--- src/css_pkg.sv ---
// Contract
// - each command source is a 2-bit code: 0 pin, 1 serial, 2 AND, 3 OR.
// - brake pin-only uses pins alone, serial-only uses serial bit; low brakes.
// - brake pins and control word bit 03 active low; AND both low, OR either.
// - start follows pin, serial, both high, or either high; otherwise stop.
// - reverse follows pin; serial-only and AND need both; OR needs either.
// - reversing source resets to pin-only, code 0.
// - pin-only selection ignores bus bits; number is pin value plus one.
// - one merge rule drives setup and preset numbers, each with own source.
// - setup and preset selection sources reset to OR, code 3.
// - serial-only obeys serial bit alone, except reverse, which also needs the pin; AND also needs the pin active.
package css_pkg;

  // ----------------------------------------------------------------
  // source codes
  // ----------------------------------------------------------------
  typedef enum logic [1:0] {
    CSS_SRC_PIN,
    CSS_SRC_SERIAL,
    CSS_SRC_AND,
    CSS_SRC_OR
  } css_mode_type;

  // ----------------------------------------------------------------
  // commands and mode field layout
  // ----------------------------------------------------------------
  localparam int          CSS_NUM_CMD    = 5;
  localparam int          CSS_CMD_BRAKE  = 0;
  localparam int          CSS_CMD_START  = 1;
  localparam int          CSS_CMD_REV    = 2;
  localparam int          CSS_CMD_SETUP  = 3;
  localparam int          CSS_CMD_PRESET = 4;
  localparam int          CSS_MODE_W     = 2;
  localparam int          CSS_MODE_REG_W = CSS_NUM_CMD * CSS_MODE_W;
  // brake OR, start OR, reverse pin, setup OR, preset OR
  localparam logic [9:0]  CSS_MODE_RESET = 10'h3cf;

  // ----------------------------------------------------------------
  // apb map
  // ----------------------------------------------------------------
  localparam int          CSS_ADDR_W     = 8;
  localparam logic [7:0]  CSS_OFF_MODE   = 8'h00;
  localparam logic [7:0]  CSS_OFF_CWORD  = 8'h04;
  localparam logic [7:0]  CSS_OFF_STATUS = 8'h08;

  // ----------------------------------------------------------------
  // control word bits
  // ----------------------------------------------------------------
  localparam int          CSS_CW_W       = 16;
  localparam int          CSS_CW_BRAKE_N = 3;
  localparam int          CSS_CW_START   = 6;
  localparam int          CSS_CW_SEL_LSB = 13;
  localparam int          CSS_CW_REVERSE = 15;
  localparam logic [15:0] CSS_CW_RESET   = 16'h0008;

  // ----------------------------------------------------------------
  // status word layout
  // ----------------------------------------------------------------
  localparam int          CSS_ST_CMD_LSB = 0;
  localparam int          CSS_ST_NO_LSB  = 4;
  localparam int          CSS_ST_PIN_LSB = 16;
  localparam logic [2:0]  CSS_NO_OFFSET  = 3'h1;

  // ----------------------------------------------------------------
  // carriers
  // ----------------------------------------------------------------
  typedef struct packed {
    logic       brake_a_n;
    logic       brake_b_n;
    logic       start_input_pin;
    logic       reverse_input_pin;
    logic [1:0] sel;
  } css_pins_type;

  typedef struct packed {
    logic       dc_brake;
    logic       start;
    logic       reverse;
    logic [2:0] setup_no;
    logic [2:0] preset_no;
  } css_cmd_type;

  function automatic css_mode_type css_mode_of(input logic [9:0] modes, input int idx);
    css_mode_of = css_mode_type'(modes[idx*CSS_MODE_W +: CSS_MODE_W]);
  endfunction

endpackage

--- src/css_merge.sv ---
module css_merge (
  input  wire css_pkg::css_mode_type mode_in,
  input  wire logic                  serial_needs_pin_in,
  input  wire logic [1:0]            pin_in,
  input  wire logic [1:0]            ser_in,
  output logic      [1:0]            merged_out
);

  // ----------------------------------------------------------------
  // per-bit source merge, inputs already active high
  // ----------------------------------------------------------------
  always_comb begin
    case (mode_in)
      css_pkg::CSS_SRC_PIN: begin
        merged_out = pin_in;
      end
      css_pkg::CSS_SRC_SERIAL: begin
        // reversing still wants the pin in serial mode
        merged_out = serial_needs_pin_in ? (pin_in & ser_in) : ser_in;
      end
      css_pkg::CSS_SRC_AND: begin
        merged_out = pin_in & ser_in;
      end
      css_pkg::CSS_SRC_OR: begin
        merged_out = pin_in | ser_in;
      end
      default: begin
        merged_out = pin_in;
      end
    endcase
  end

endmodule

--- src/css_top.sv ---
// Chosen here: the placing of the registers and the APB interface to the registers.
module css_top (
  input  wire logic                     core_clk_in,
  input  wire logic                     srst_in,
  // apb slave
  input  wire logic                     psel_in,
  input  wire logic                     penable_in,
  input  wire logic                     pwrite_in,
  input  wire logic [css_pkg::CSS_ADDR_W-1:0] paddr_in,
  input  wire logic [31:0]              pwdata_in,
  input  wire logic [3:0]               pstrb_in,
  output logic      [31:0]              prdata_out,
  output logic                          pready_out,
  output logic                          pslverr_out,
  // control pins
  input  wire css_pkg::css_pins_type    pins_in,
  // merged commands
  output css_pkg::css_cmd_type          cmd_out
);

  // ----------------------------------------------------------------
  // state
  // ----------------------------------------------------------------
  css_pkg::css_pins_type                 pin_meta;
  css_pkg::css_pins_type                 pin_sync;
  logic [css_pkg::CSS_MODE_REG_W-1:0]    modes;
  logic [css_pkg::CSS_MODE_REG_W-1:0]    next_modes;
  logic [css_pkg::CSS_CW_W-1:0]          cword;
  logic [css_pkg::CSS_CW_W-1:0]          next_cword;
  logic [31:0]                           rdata;
  logic [31:0]                           next_rdata;
  logic                                  slverr;
  logic                                  next_slverr;
  css_pkg::css_cmd_type                  cmd;
  css_pkg::css_cmd_type                  next_cmd;

  logic [1:0]                            pin_vec [css_pkg::CSS_NUM_CMD];
  logic [1:0]                            ser_vec [css_pkg::CSS_NUM_CMD];
  logic [1:0]                            merged  [css_pkg::CSS_NUM_CMD];

  logic                                  setup_phase;
  logic                                  access_wr;
  logic                                  addr_hit;

  // ----------------------------------------------------------------
  // pin synchroniser
  // ----------------------------------------------------------------
  // pins are asynchronous; only the second stage feeds logic
  always_ff @(posedge core_clk_in) begin
    if (srst_in) begin
      pin_meta <= '0;
      pin_sync <= '0;
    end else begin
      pin_meta <= pins_in;
      pin_sync <= pin_meta;
    end
  end

  // ----------------------------------------------------------------
  // source vectors, brake turned active high
  // ----------------------------------------------------------------
  always_comb begin
    // either brake pin low requests braking
    pin_vec[css_pkg::CSS_CMD_BRAKE]  = {1'b0, ~(pin_sync.brake_a_n & pin_sync.brake_b_n)};
    ser_vec[css_pkg::CSS_CMD_BRAKE]  = {1'b0, ~cword[css_pkg::CSS_CW_BRAKE_N]};
    pin_vec[css_pkg::CSS_CMD_START]  = {1'b0, pin_sync.start_input_pin};
    ser_vec[css_pkg::CSS_CMD_START]  = {1'b0, cword[css_pkg::CSS_CW_START]};
    pin_vec[css_pkg::CSS_CMD_REV]    = {1'b0, pin_sync.reverse_input_pin};
    ser_vec[css_pkg::CSS_CMD_REV]    = {1'b0, cword[css_pkg::CSS_CW_REVERSE]};
    pin_vec[css_pkg::CSS_CMD_SETUP]  = pin_sync.sel;
    ser_vec[css_pkg::CSS_CMD_SETUP]  = cword[css_pkg::CSS_CW_SEL_LSB +: 2];
    pin_vec[css_pkg::CSS_CMD_PRESET] = pin_sync.sel;
    ser_vec[css_pkg::CSS_CMD_PRESET] = cword[css_pkg::CSS_CW_SEL_LSB +: 2];
  end

  // ----------------------------------------------------------------
  // one merge per command
  // ----------------------------------------------------------------
  genvar gi;
  generate
    for (gi = 0; gi < css_pkg::CSS_NUM_CMD; gi++) begin : g_merge
      css_merge u_merge (
        .mode_in             (css_pkg::css_mode_of(modes, gi)),
        .serial_needs_pin_in (gi == css_pkg::CSS_CMD_REV),
        .pin_in              (pin_vec[gi]),
        .ser_in              (ser_vec[gi]),
        .merged_out          (merged[gi])
      );
    end
  endgenerate

  // ----------------------------------------------------------------
  // registered commands
  // ----------------------------------------------------------------
  always_comb begin
    next_cmd.dc_brake  = merged[css_pkg::CSS_CMD_BRAKE][0];
    next_cmd.start     = merged[css_pkg::CSS_CMD_START][0];
    next_cmd.reverse   = merged[css_pkg::CSS_CMD_REV][0];
    next_cmd.setup_no  = {1'b0, merged[css_pkg::CSS_CMD_SETUP]} + css_pkg::CSS_NO_OFFSET;
    next_cmd.preset_no = {1'b0, merged[css_pkg::CSS_CMD_PRESET]} + css_pkg::CSS_NO_OFFSET;
  end

  // one cycle of latency buys glitch-free outputs to the drive
  always_ff @(posedge core_clk_in) begin
    if (srst_in) begin
      cmd.dc_brake  <= 1'b0;
      cmd.start     <= 1'b0;
      cmd.reverse   <= 1'b0;
      cmd.setup_no  <= css_pkg::CSS_NO_OFFSET;
      cmd.preset_no <= css_pkg::CSS_NO_OFFSET;
    end else begin
      cmd <= next_cmd;
    end
  end

  assign cmd_out = cmd;

  // ----------------------------------------------------------------
  // apb decode
  // ----------------------------------------------------------------
  assign setup_phase = psel_in & ~penable_in;
  assign access_wr   = psel_in & penable_in & pwrite_in;
  assign addr_hit    = (paddr_in == css_pkg::CSS_OFF_MODE) |
                       (paddr_in == css_pkg::CSS_OFF_CWORD) |
                       (paddr_in == css_pkg::CSS_OFF_STATUS);

  // ----------------------------------------------------------------
  // register writes
  // ----------------------------------------------------------------
  always_comb begin
    next_modes = modes;
    next_cword = cword;
    if (access_wr && paddr_in == css_pkg::CSS_OFF_MODE) begin
      if (pstrb_in[0]) begin
        next_modes[7:0] = pwdata_in[7:0];
      end
      if (pstrb_in[1]) begin
        next_modes[css_pkg::CSS_MODE_REG_W-1:8] = pwdata_in[css_pkg::CSS_MODE_REG_W-1:8];
      end
    end
    if (access_wr && paddr_in == css_pkg::CSS_OFF_CWORD) begin
      if (pstrb_in[0]) begin
        next_cword[7:0] = pwdata_in[7:0];
      end
      if (pstrb_in[1]) begin
        next_cword[15:8] = pwdata_in[15:8];
      end
    end
  end

  always_ff @(posedge core_clk_in) begin
    if (srst_in) begin
      modes <= css_pkg::CSS_MODE_RESET;
      cword <= css_pkg::CSS_CW_RESET;
    end else begin
      modes <= next_modes;
      cword <= next_cword;
    end
  end

  // ----------------------------------------------------------------
  // read path, captured in the setup cycle
  // ----------------------------------------------------------------
  // status is snapshotted one cycle before the answer, which is harmless
  always_comb begin
    next_rdata  = rdata;
    next_slverr = slverr;
    if (setup_phase) begin
      next_rdata  = '0;
      next_slverr = ~addr_hit;
      case (paddr_in)
        css_pkg::CSS_OFF_MODE: begin
          next_rdata[css_pkg::CSS_MODE_REG_W-1:0] = modes;
        end
        css_pkg::CSS_OFF_CWORD: begin
          next_rdata[css_pkg::CSS_CW_W-1:0] = cword;
        end
        css_pkg::CSS_OFF_STATUS: begin
          next_rdata[css_pkg::CSS_ST_CMD_LSB +: 3] = {cmd.reverse, cmd.start, cmd.dc_brake};
          next_rdata[css_pkg::CSS_ST_NO_LSB +: 6]  = {cmd.preset_no, cmd.setup_no};
          next_rdata[css_pkg::CSS_ST_PIN_LSB +: 6] = pin_sync;
        end
        default: begin
          next_rdata = '0;
        end
      endcase
    end
  end

  always_ff @(posedge core_clk_in) begin
    if (srst_in) begin
      rdata  <= '0;
      slverr <= 1'b0;
    end else begin
      rdata  <= next_rdata;
      slverr <= next_slverr;
    end
  end

  // every access completes in its first access cycle
  assign pready_out  = 1'b1;
  assign prdata_out  = rdata;
  assign pslverr_out = slverr & psel_in & penable_in;

endmodule

--- config.mk ---
export PLATFORM = sky130hd
export DESIGN_NAME = css_top
export DESIGN_NICKNAME = d
export VERILOG_FILES = /design/src/css_pkg.sv /design/src/css_merge.sv /design/src/css_top.sv
export SDC_FILE = /design/constraint.sdc
export NUM_CORES = 1
export LEC_CHECK = 0
export BUFFER_PORTS_ARGS = -buffer_cell sky130_fd_sc_hd__buf_2
export CAP_MARGIN = 40
export CORE_MARGIN = 1.5
export CORE_UTILIZATION = 50
export CTS_CLUSTER_DIAMETER = 80
export DETAILED_ROUTE_END_ITERATION = 10
export PLACE_DENSITY = 0.8
export SLEW_MARGIN = 20
export SYNTH_ARGS = -nofsm -noshare
export SYNTH_HDL_FRONTEND = slang
export SYNTH_SLANG_ARGS = --single-unit
export TNS_END_PERCENT = 50
--- constraint.sdc ---
create_clock -name core_clk_in -period 2.25 [get_ports core_clk_in]
set_input_delay 0.1125 -clock core_clk_in [delete_from_list [all_inputs] [get_ports core_clk_in]]
set_output_delay 0.1125 -clock core_clk_in [all_outputs]
set_load 0.02 [all_outputs]
-- Yosys cells after proc, flatten, opt, wreduce, memory -nomap -nowiden
Cells that the tools add are included.
- bits in registers: 70
- bits in latches: 0
- memory bits (writable): 0
- bits in read-only memories: 0
- bits of input ports: 55
- output and inout bits: 43
- logic and storage cells: 83
- memories kept: 0
- add/sub/neg operators: 2
- $mul: 0
- divide/modulo/power cells: 0
- magnitude comparators: 0
- equality and inequality tests: 17
- shift-type cells: 0
- mux-type cells: 10
- bitwise gates (word level): 20
- reductions and logical operators: 13
- operators with widths (kind ; number):
    2-bit equality test (second input constant) ; 10
    6-bit one-hot mux with 3 select lines ; 1
    2-bit one-hot mux with 4 select lines ; 2
    6-bit 2-to-1 mux ; 2
    2-bit by 1-bit equality test with 1-bit output (second input constant) ; 5
    2-bit zero test ; 5
    1-bit bitwise AND ; 9
    3-bit one-hot mux with 3 select lines ; 1
    8-bit by 3-bit equality test with 1-bit output (second input constant) ; 1
    8-bit by 4-bit equality test with 1-bit output (second input constant) ; 1
    8-bit zero test ; 1
    1-bit one-hot mux with 4 select lines ; 2
    2-bit AND reduction ; 4
    2-bit by 1-bit adder with 3-bit output (second input constant) ; 2
    1-bit bitwise OR ; 5
    1-bit NOT ; 4
    1-bit one-hot mux with 3 select lines ; 1
    2-bit bitwise AND ; 1
    1-bit logical AND ; 2
    2-bit bitwise OR ; 1
    1-bit one-hot mux with 2 select lines ; 1
    2-bit OR reduction ; 1

-- Longest topological paths before layout
Gate-level depths: netlist of run 1.
- depth in word-level cells: 4
- gate-level depth with buffers: 6
- gate-level depth less buffers: 5

-- Cells and area by module
From an unflattened synthesis of run 1, not the netlist that was laid out.
- cell total of the unflattened synthesis: 375
- area, all modules: 3331.9 sq um
- by module, submodules not included (module ; instances ; cells an instance ; area an instance (sq um) ; sequential area each (sq um)):
    css_top ; 1 ; 310 ; 2937.8 ; 1401.3
    css_merge ; 5 ; 13 ; 78.8 ; 0.0

-- Worst setup path before layout of run 1
Ideal clock, no wire load.
- path type: input -> register
- start: in paddr_in[3] in the netlist's numbering
- end: reg cword[3] in the netlist's numbering
- library setup time: 0.123 ns
- arrival: 1.510 ns
- data required time: 2.127 ns
- setup slack: 0.617 ns
- stages on the path: 6
- path buffers: 3
- cells stage by stage: buf_2 -> or4b_1 -> buf_2 -> or3_1 -> clkbuf_1 -> mux2i_1
- longest elaborated chain between the ends: 3
- ends and longest elaborated chain (item ; line ; text):
    from (decl) ; css_top.sv:9 ; input wire logic [css_pkg::CSS_ADDR_W-1:0] paddr_in,
    8-bit by 3-bit equality test with 1-bit output ; css_top.sv:141 ; if (access_wr && paddr_in == css_pkg::CSS_OFF_CWORD) begin
    1-bit logical AND ; css_top.sv:141 ;
    2-bit AND reduction (no source line) ; -- ;
    to (signal assigned) ; css_top.sv:154 ; cword <= css_pkg::CSS_CW_RESET;
    to (signal assigned) ; css_top.sv:157 ; cword <= next_cword;
    to (decl) ; css_top.sv:28 ; logic [css_pkg::CSS_CW_W-1:0] cword;
Every way passes these cells.
A chain may end at the register's enable or synchronous reset.

-- Worst setup path in the final report of run 1
- start: in paddr_in[1] in the netlist's numbering
- end: reg rdata[9] (netlist: prdata_out[9])
- longest elaborated chain between the ends: 2
- elaborated cells between the ends (all ways): 4
- those cells by class: 2 x eq/ne; 1 x mux; 1 x reduce/logical
- ends and longest elaborated chain (item ; line ; text):
    8-bit by 4-bit equality test with 1-bit output (tied with other cells) ; css_top.sv:171 ; case (paddr_in)
    6-bit one-hot mux with 3 select lines * ; css_top.sv:171 ;
    to (signal assigned) ; css_top.sv:195 ; rdata <= next_rdata;
    to (decl) ; css_top.sv:30 ; logic [31:0] rdata;
Mark *: on every way between the ends. The rest lies on a longest branch, timed or not.

==> results of run 1 <==
-- routing by layer --
| metal | track usage (%) | vias to the layer above | wire (µm) |
|---|---|---|---|
| met5 | 0 | - | 0 |
| met4 | 6.78 | 0 | 72 |
| met3 | 7.78 | 11 | 504 |
| met2 | 39.6 | 93 | 3370 |
| met1 | 26.1 | 1192 | 3060 |
| li1 | - | 1266 | - |
-- power breakdown --
group	internal (mW)	total [mW]	switching (mW)
clock network	0.537	1.01	0.472
logic	0.0855	0.208	0.122
registers	1.25	1.26	0.00877
-- flip-flops by register name, summed over array words and instances (netlist names) --
| register | flops |
|---|---|
| modes | 10 |
| cmd_out | 9 |
| slverr | 1 |
| prdata_out | 22 |
| pin_meta | 6 |
| cword | 16 |
| pin_sync | 6 |
-- worst register-to-register path: stages, from the launching register on --
cell and delay [ns]:
dfxtp_1 0.43, xnor2_1 0.13, nand2_1 0.10, nand2_1 0.06, ha_1 0.30, nor2b_1 0.14
-- timing repair --
action / 4_1_cts / 5_1_grt
hold buffers: 6 / 0
resized for setup: 0 / 0
setup endpoints to repair: 0 / 0
endpoints found under the hold margin: 6 / 0
-- synth_stat cells, drive strengths merged --
master   number  area (µm²)
nor4          4        46.3
o31ai         8        60.1
ha            4        50.1
nor4b         1        8.76
xnor2         4        35.0
a21oi        18        90.1
nand4        16         100
and4          1        8.76
nand2        18        67.6
o21bai        1        7.51
or2           2        12.5
or3b          2        17.5
or4           3        26.3
clkbuf       19        71.3
a21o          2        15.0
nand3         1        5.00
nor2b        19         119
mux2i        28         280
nand2b       18         113
a2bb2oi       9        78.8
inv           2        7.51
o21ai        16        80.1
and2          1        6.26
dfxtp        70        1400
and3          1        6.26
nor2         19        71.3
a32o          6        60.1
or3           1        6.26
nand3b        9        67.6
nor3          3        20.0
a211o         1        8.76
or4b          1        10.0
buf          18         123
conb          2        7.51
-- layout make-up --
cell class / instances / area (µm²)
clock inverters: 6 / 61.3
well taps: 75 / 93.8
repair buffers: 85 / 483
fillers: 511 / 2240
inverters: 2 / 7.51
clock buffers: 10 / 138
flip-flops and latches: 70 / 1400
multi-input cells: 228 / 1530
-- stage by stage --
step	utilization (%)	instances	setup WS [ns]	instance area [µm²]	hold WS, ns
after floorplan	-	337	0.617	3120	0.241
after global placement	58.0	454	0.380	3460	0.320
after detailed placement	58.0	454	0.378	3460	0.327
after CTS	62.4	476	0.712	3720	0.000926
after global routing	62.4	476	0.632	3720	0.00683
final	62.4	476	0.704	3720	0.0258
-- logic make-up (layout without fill, tap and decap cells) --
| kind of cell | after synthesis | in the layout | share of synthesized area (%) |
|---|---|---|---|
| compound gates | 61 | 61 | 13.0 |
| xor+xnor | 4 | 4 | 1.13 |
| fa+ha+maj | 4 | 4 | 1.62 |
| buf+inv | 39 | 103 | 6.52 |
| simple gates | 120 | 120 | 23.1 |
| mux | 28 | 28 | 9.08 |
| other cells | 2 | 11 | 0.243 |
| flops | 70 | 70 | 45.4 |
-- path summary, 6_finish.rpt --
path,start,end,slack [ns]
worst min register to register,pin_meta[0],pin_sync[0],0.43
worst max-delay path,paddr_in[1],prdata_out[9],0.70
worst min-delay path,pwdata_in[12],cword[12],0.03
worst max register to register,modes[6],cmd_out[4],0.98
==> reports/metrics.csv, run 1 <==
stage,metric,value,unit
clock_network,htree_levels,3,
finish,final_cell_mix,"dfxtp_1, buf_2, mux2i_1, nor2b_1, nor2_1",
place,gp_congestion,0.796,
global_route,grt_pass1_wl,11.3,mm
timing,finClkSkew,0.00740,ns
clock_network,clk_latency,0.35,ns
floorplan,die_height,81.6,µm
global_route,grt_overflow,0,
clock_network,tritoncts,built,
synthesis,synthCells,328,
timing,finalCriticalPeriod,1.55,ns
critical_path,slowest_delay,0.72,ns
synthesis,syn_area,3090,µm²
detailed_routing,routed_wl,7.00,mm
detailed_routing,antenna_left,0,
critical_path,worstSetupPathDepth,4,
finish,area_growth,20.3,%
critical_path,path_cells,buf_2 -> or4_4 -> or4_1 -> o21ai_0,
timing,finalSetupTns,0,ns
global_route,antenna_found_initial,0,
floorplan,num_io_pins,98,
timing,rsz0062_at_grt,no,
detailed_routing,detail_route.wl_per_cell,14.7,µm
synthesis,synth.yosys.seq_area_share,45.4,%
clock_network,clock-sinks,70,
synthesis,synth.ff_latch_count,70,
critical_path,reg2reg_depth,5,
clock_network,clk_path_buf_depth,2,
global_route,grt_pass1_vias,2497,
clock_network,path_clk_slew,0.07,ns
critical_path,arrival,1.82,ns
critical_path,crit_required,2.53,ns
detailed_routing,dr_total_vias,2562,
timing,max_slew.worst_pin.slew,0.668,ns
floorplan,die_area,6660,µm²
critical_path,crit_buf_inv,1,
power,power_density,668,nW/µm²
detailed_routing,drt-initial-drc-count,91,
critical_path,worstSetupStartpointType,input port,
job,drv_cap,0,
power,leakage,1.55,nW
power,power,2.48,mW
clock_network,root_buffer,clkbuf_8,
synthesis,yosys_warnings,0,
worst_hold_path,hp-class,input port to flop,
floorplan,fp.dieW,81.6,µm
synthesis,synth.distinct_cells,42,
timing,slew_viol_final,0,
finish,final_net_count,455,
floorplan,rows,28,
floorplan,coreArea,5960,µm²
status,status,finished clean,
timing,finalHoldViolCount,0,
critical_path,slowest_stage,or4_1,
finish,mostFrequentLayoutCell,dfxtp_1,
critical_path,critical-path-top-delay-family,simple AND/OR/NAND/NOR gates,
finish,diodes,0,
critical_path,cp_max_fo,16,
detailed_routing,dr.pass1.iters,4,
timing,timing.fmax,0.647,GHz
place,hpwlAfterDp,4.87,mm
detailed_routing,viasPerCell,5.38,
timing,finalSetupViolations,0,
clock_network,postCtsSetupBuffers,0,
floorplan,start_util,51.8,%
place,io_buffer_count,68,
synthesis,syn_avg_cell_area,9.41,µm²
detailed_routing,drcViolationCount,0,
worst_hold_path,holdPathStages,3,
power,ir_worst_vdd,545,µV
timing,timing.final.crit_share,68.7,%
critical_path,end_kind,flop,
global_route,track_usage,22.6,%
clock_network,numCtsBuffers,9,
global_route,grt_max_degree,37,
timing,relSlewSlack,55.1,%
critical_path,worst-setup-path-type,input port to flop,
finish,drive_above_1_share,26.2,%
Power figures use the tool's default switching activity.
==> run 2, diff against run 1 <==
Clock period 2.25 ns to 1.6 ns, I/O delays scaled along.
==> reports/metrics.csv, run 2 (synthesized netlist as in run 1, its figures left out) <==
stage,metric,value,unit,change
timing,finalSetupViolations,0,,unchanged
finish,drive_above_1_share,27.0,%,was 26.2%
clock_network,numCtsBuffers,9,,unchanged
timing,fin_hold_ws,0.0164,ns,was 0.0258 ns
floorplan,die_height,81.6,µm,unchanged
timing,timing.fmax,0.756,GHz,
critical_path,critical-path-top-delay-family,simple AND/OR/NAND/NOR gates,,unchanged
finish,area_growth,25.9,%,was 20.3%
timing,max_slew.worst_pin.slew,0.541,ns,was 0.668 ns
global_route,grt_max_degree,64,,was 37
detailed_routing,drcViolationCount,0,,unchanged
global_route,antenna_found_initial,0,,unchanged
finish,largest_reg_flops,22,,unchanged
critical_path,crit_required,1.87,ns,was 2.53 ns
timing,rsz0062_at_grt,no,,unchanged
finish,final_area,3890,µm²,was 3720 µm²
critical_path,worstSetupStartpointType,input port,,unchanged
timing,relSlewSlack,63.9,%,was 55.1%
power,power,3.26,mW,was 2.48 mW
clock_network,clk_path_buf_depth,2,,unchanged
finish,final_net_count,478,,was 455
detailed_routing,detail_route.wl_per_cell,14.7,µm,about the same
timing,timing.final.crit_share,82.7,%,
floorplan,num_io_pins,98,,unchanged
critical_path,crit_buf_inv,3,,was 1
job,drv_cap,0,,unchanged
floorplan,rows,28,,unchanged
status,status,finished clean,,unchanged
critical_path,arrival,1.60,ns,was 1.82 ns
critical_path,slowest_stage,or4_4,,was or4_1
detailed_routing,antenna_left,0,,unchanged
timing,slew_viol_final,0,,unchanged
clock_network,htree_levels,3,,unchanged
detailed_routing,drt-initial-drc-count,155,,was 91
detailed_routing,routed_wl,7.32,mm,was 7.00 mm
critical_path,slowest_delay,0.55,ns,was 0.72 ns
global_route,grt_overflow,0,,unchanged
power,power_density,839,nW/µm²,was 668 nW/µm²
clock_network,root_buffer,clkbuf_8,,unchanged
clock_network,tritoncts,built,,unchanged
finish,final_cell_mix,"dfxtp_1, buf_2, mux2i_1, buf_4",,"was dfxtp_1, buf_2, mux2i_1, nor2b_1, nor2_1"
power,ir_worst_vdd,736,µV,was 545 µV
timing,finalHoldViolCount,0,,unchanged
worst_hold_path,hp-class,input port to flop,,unchanged
critical_path,end_kind,flop,,unchanged
critical_path,cp_max_fo,8,,was 16
timing,finalCriticalPeriod,1.32,ns,
timing,finClkSkew,0.00342,ns,was 0.00740 ns
detailed_routing,dr.pass1.iters,4,,unchanged
place,place_area,3590,µm²,was 3460 µm²
clock_network,clk_latency,0.34,ns,was 0.35 ns
clock_network,clock-sinks,70,,unchanged
clock_network,path_clk_slew,0.07,ns,about the same
global_route,grt_pass1_vias,2536,,was 2497
power,leakage,1.64,nW,was 1.55 nW
floorplan,start_util,51.8,%,unchanged
floorplan,fp.dieW,81.6,µm,unchanged
detailed_routing,viasPerCell,5.40,,was 5.38
critical_path,worst-setup-path-type,input port to flop,,unchanged
finish,diodes,0,,unchanged
floorplan,coreArea,5960,µm²,unchanged
finish,mostFrequentLayoutCell,dfxtp_1,,unchanged
floorplan,die_area,6660,µm²,unchanged
global_route,grt_pass1_wl,11.8,mm,was 11.3 mm
global_route,track_usage,23.7,%,was 22.6%
critical_path,path_cells,buf_2 -> or4_4 -> buf_12 -> nor4_1 -> buf_4 -> mux2i_1,,was buf_2 -> or4_4 -> or4_1 -> o21ai_0
place,gp_congestion,0.827,,was 0.796
detailed_routing,dr_total_vias,2688,,was 2562
place,io_buffer_count,68,,unchanged
place,hpwlAfterDp,5.06,mm,was 4.87 mm
==> run 2: worst register-to-register path, stage by stage (launching register included) <==
cell,delay [ns]
dfxtp_1,0.43
xnor2_1,0.13
nand2_1,0.10
nand2_1,0.07
ha_1,0.29
nor2b_1,0.12
==> run 2: what timing repair did <==
action,CTS,global route
setup buffers,0,0
endpoints found under the hold margin,16,0
hold buffers,15,0
endpoints found under the setup margin,0,0
gates resized for setup,0,0
==> run 2: routing by layer <==
layer | share of wire (%) | track usage, % | routed length, µm | vias to the layer above
li1 | - | - | - | 1320
met1 | 43 | 27.6 | 3140 | 1275
met2 | 49 | 40.9 | 3620 | 84
met3 | 6.4 | 7.56 | 470 | 9
met4 | 1.2 | 8.64 | 89 | 0
met5 | 0 | 0 | 0 | -
==> run 2: layout make-up <==
cell class	count	area, µm²
fillers	502	2070
multi-input cells	228	1530
flip-flops and latches	70	1400
repair buffers	108	703
clock buffers	13	139
well taps	75	93.8
clock inverters	2	10.0
inverters	2	7.51
==> run 2: path summary, 6_finish.rpt <==
| path | startpoint | end | slack [ns] | depth (start not counted) |
|---|---|---|---|---|
| setup / recovery | paddr_in[1] | modes[9] | 0.28 | 6 |
| hold / removal | pwdata_in[6] | cword[6] | 0.02 | 3 |
| setup reg to reg | modes[6] | cmd_out[4] | 0.33 | 5 |
| hold reg to reg | pin_meta[0] | pin_sync[0] | 0.44 | 1 |
==> run 2: report_power, final <==
part | switching (mW) | total, mW | leakage (nW) | internal [mW]
logic | 0.182 | 0.335 | 0.994 | 0.153
clock network | 0.596 | 1.15 | 0.0773 | 0.551
registers | 0.0129 | 1.78 | 0.568 | 1.77
total | 0.791 | 3.26 | 1.64 | 2.47
==> run 2: stage by stage <==
stage / TNS (ns) / setup WS (ns) / utilization, % / std cells
final: 0 / 0.277 / 65.3 / 498
after detailed placement: -0.889 / -0.101 / 60.2 / 468
after global routing: 0 / 0.250 / 65.3 / 498
after floorplan: 0 / 0.00327 / - / 337
after CTS: 0 / 0.268 / 65.3 / 498
after global placement: -0.297 / -0.103 / 60.2 / 468
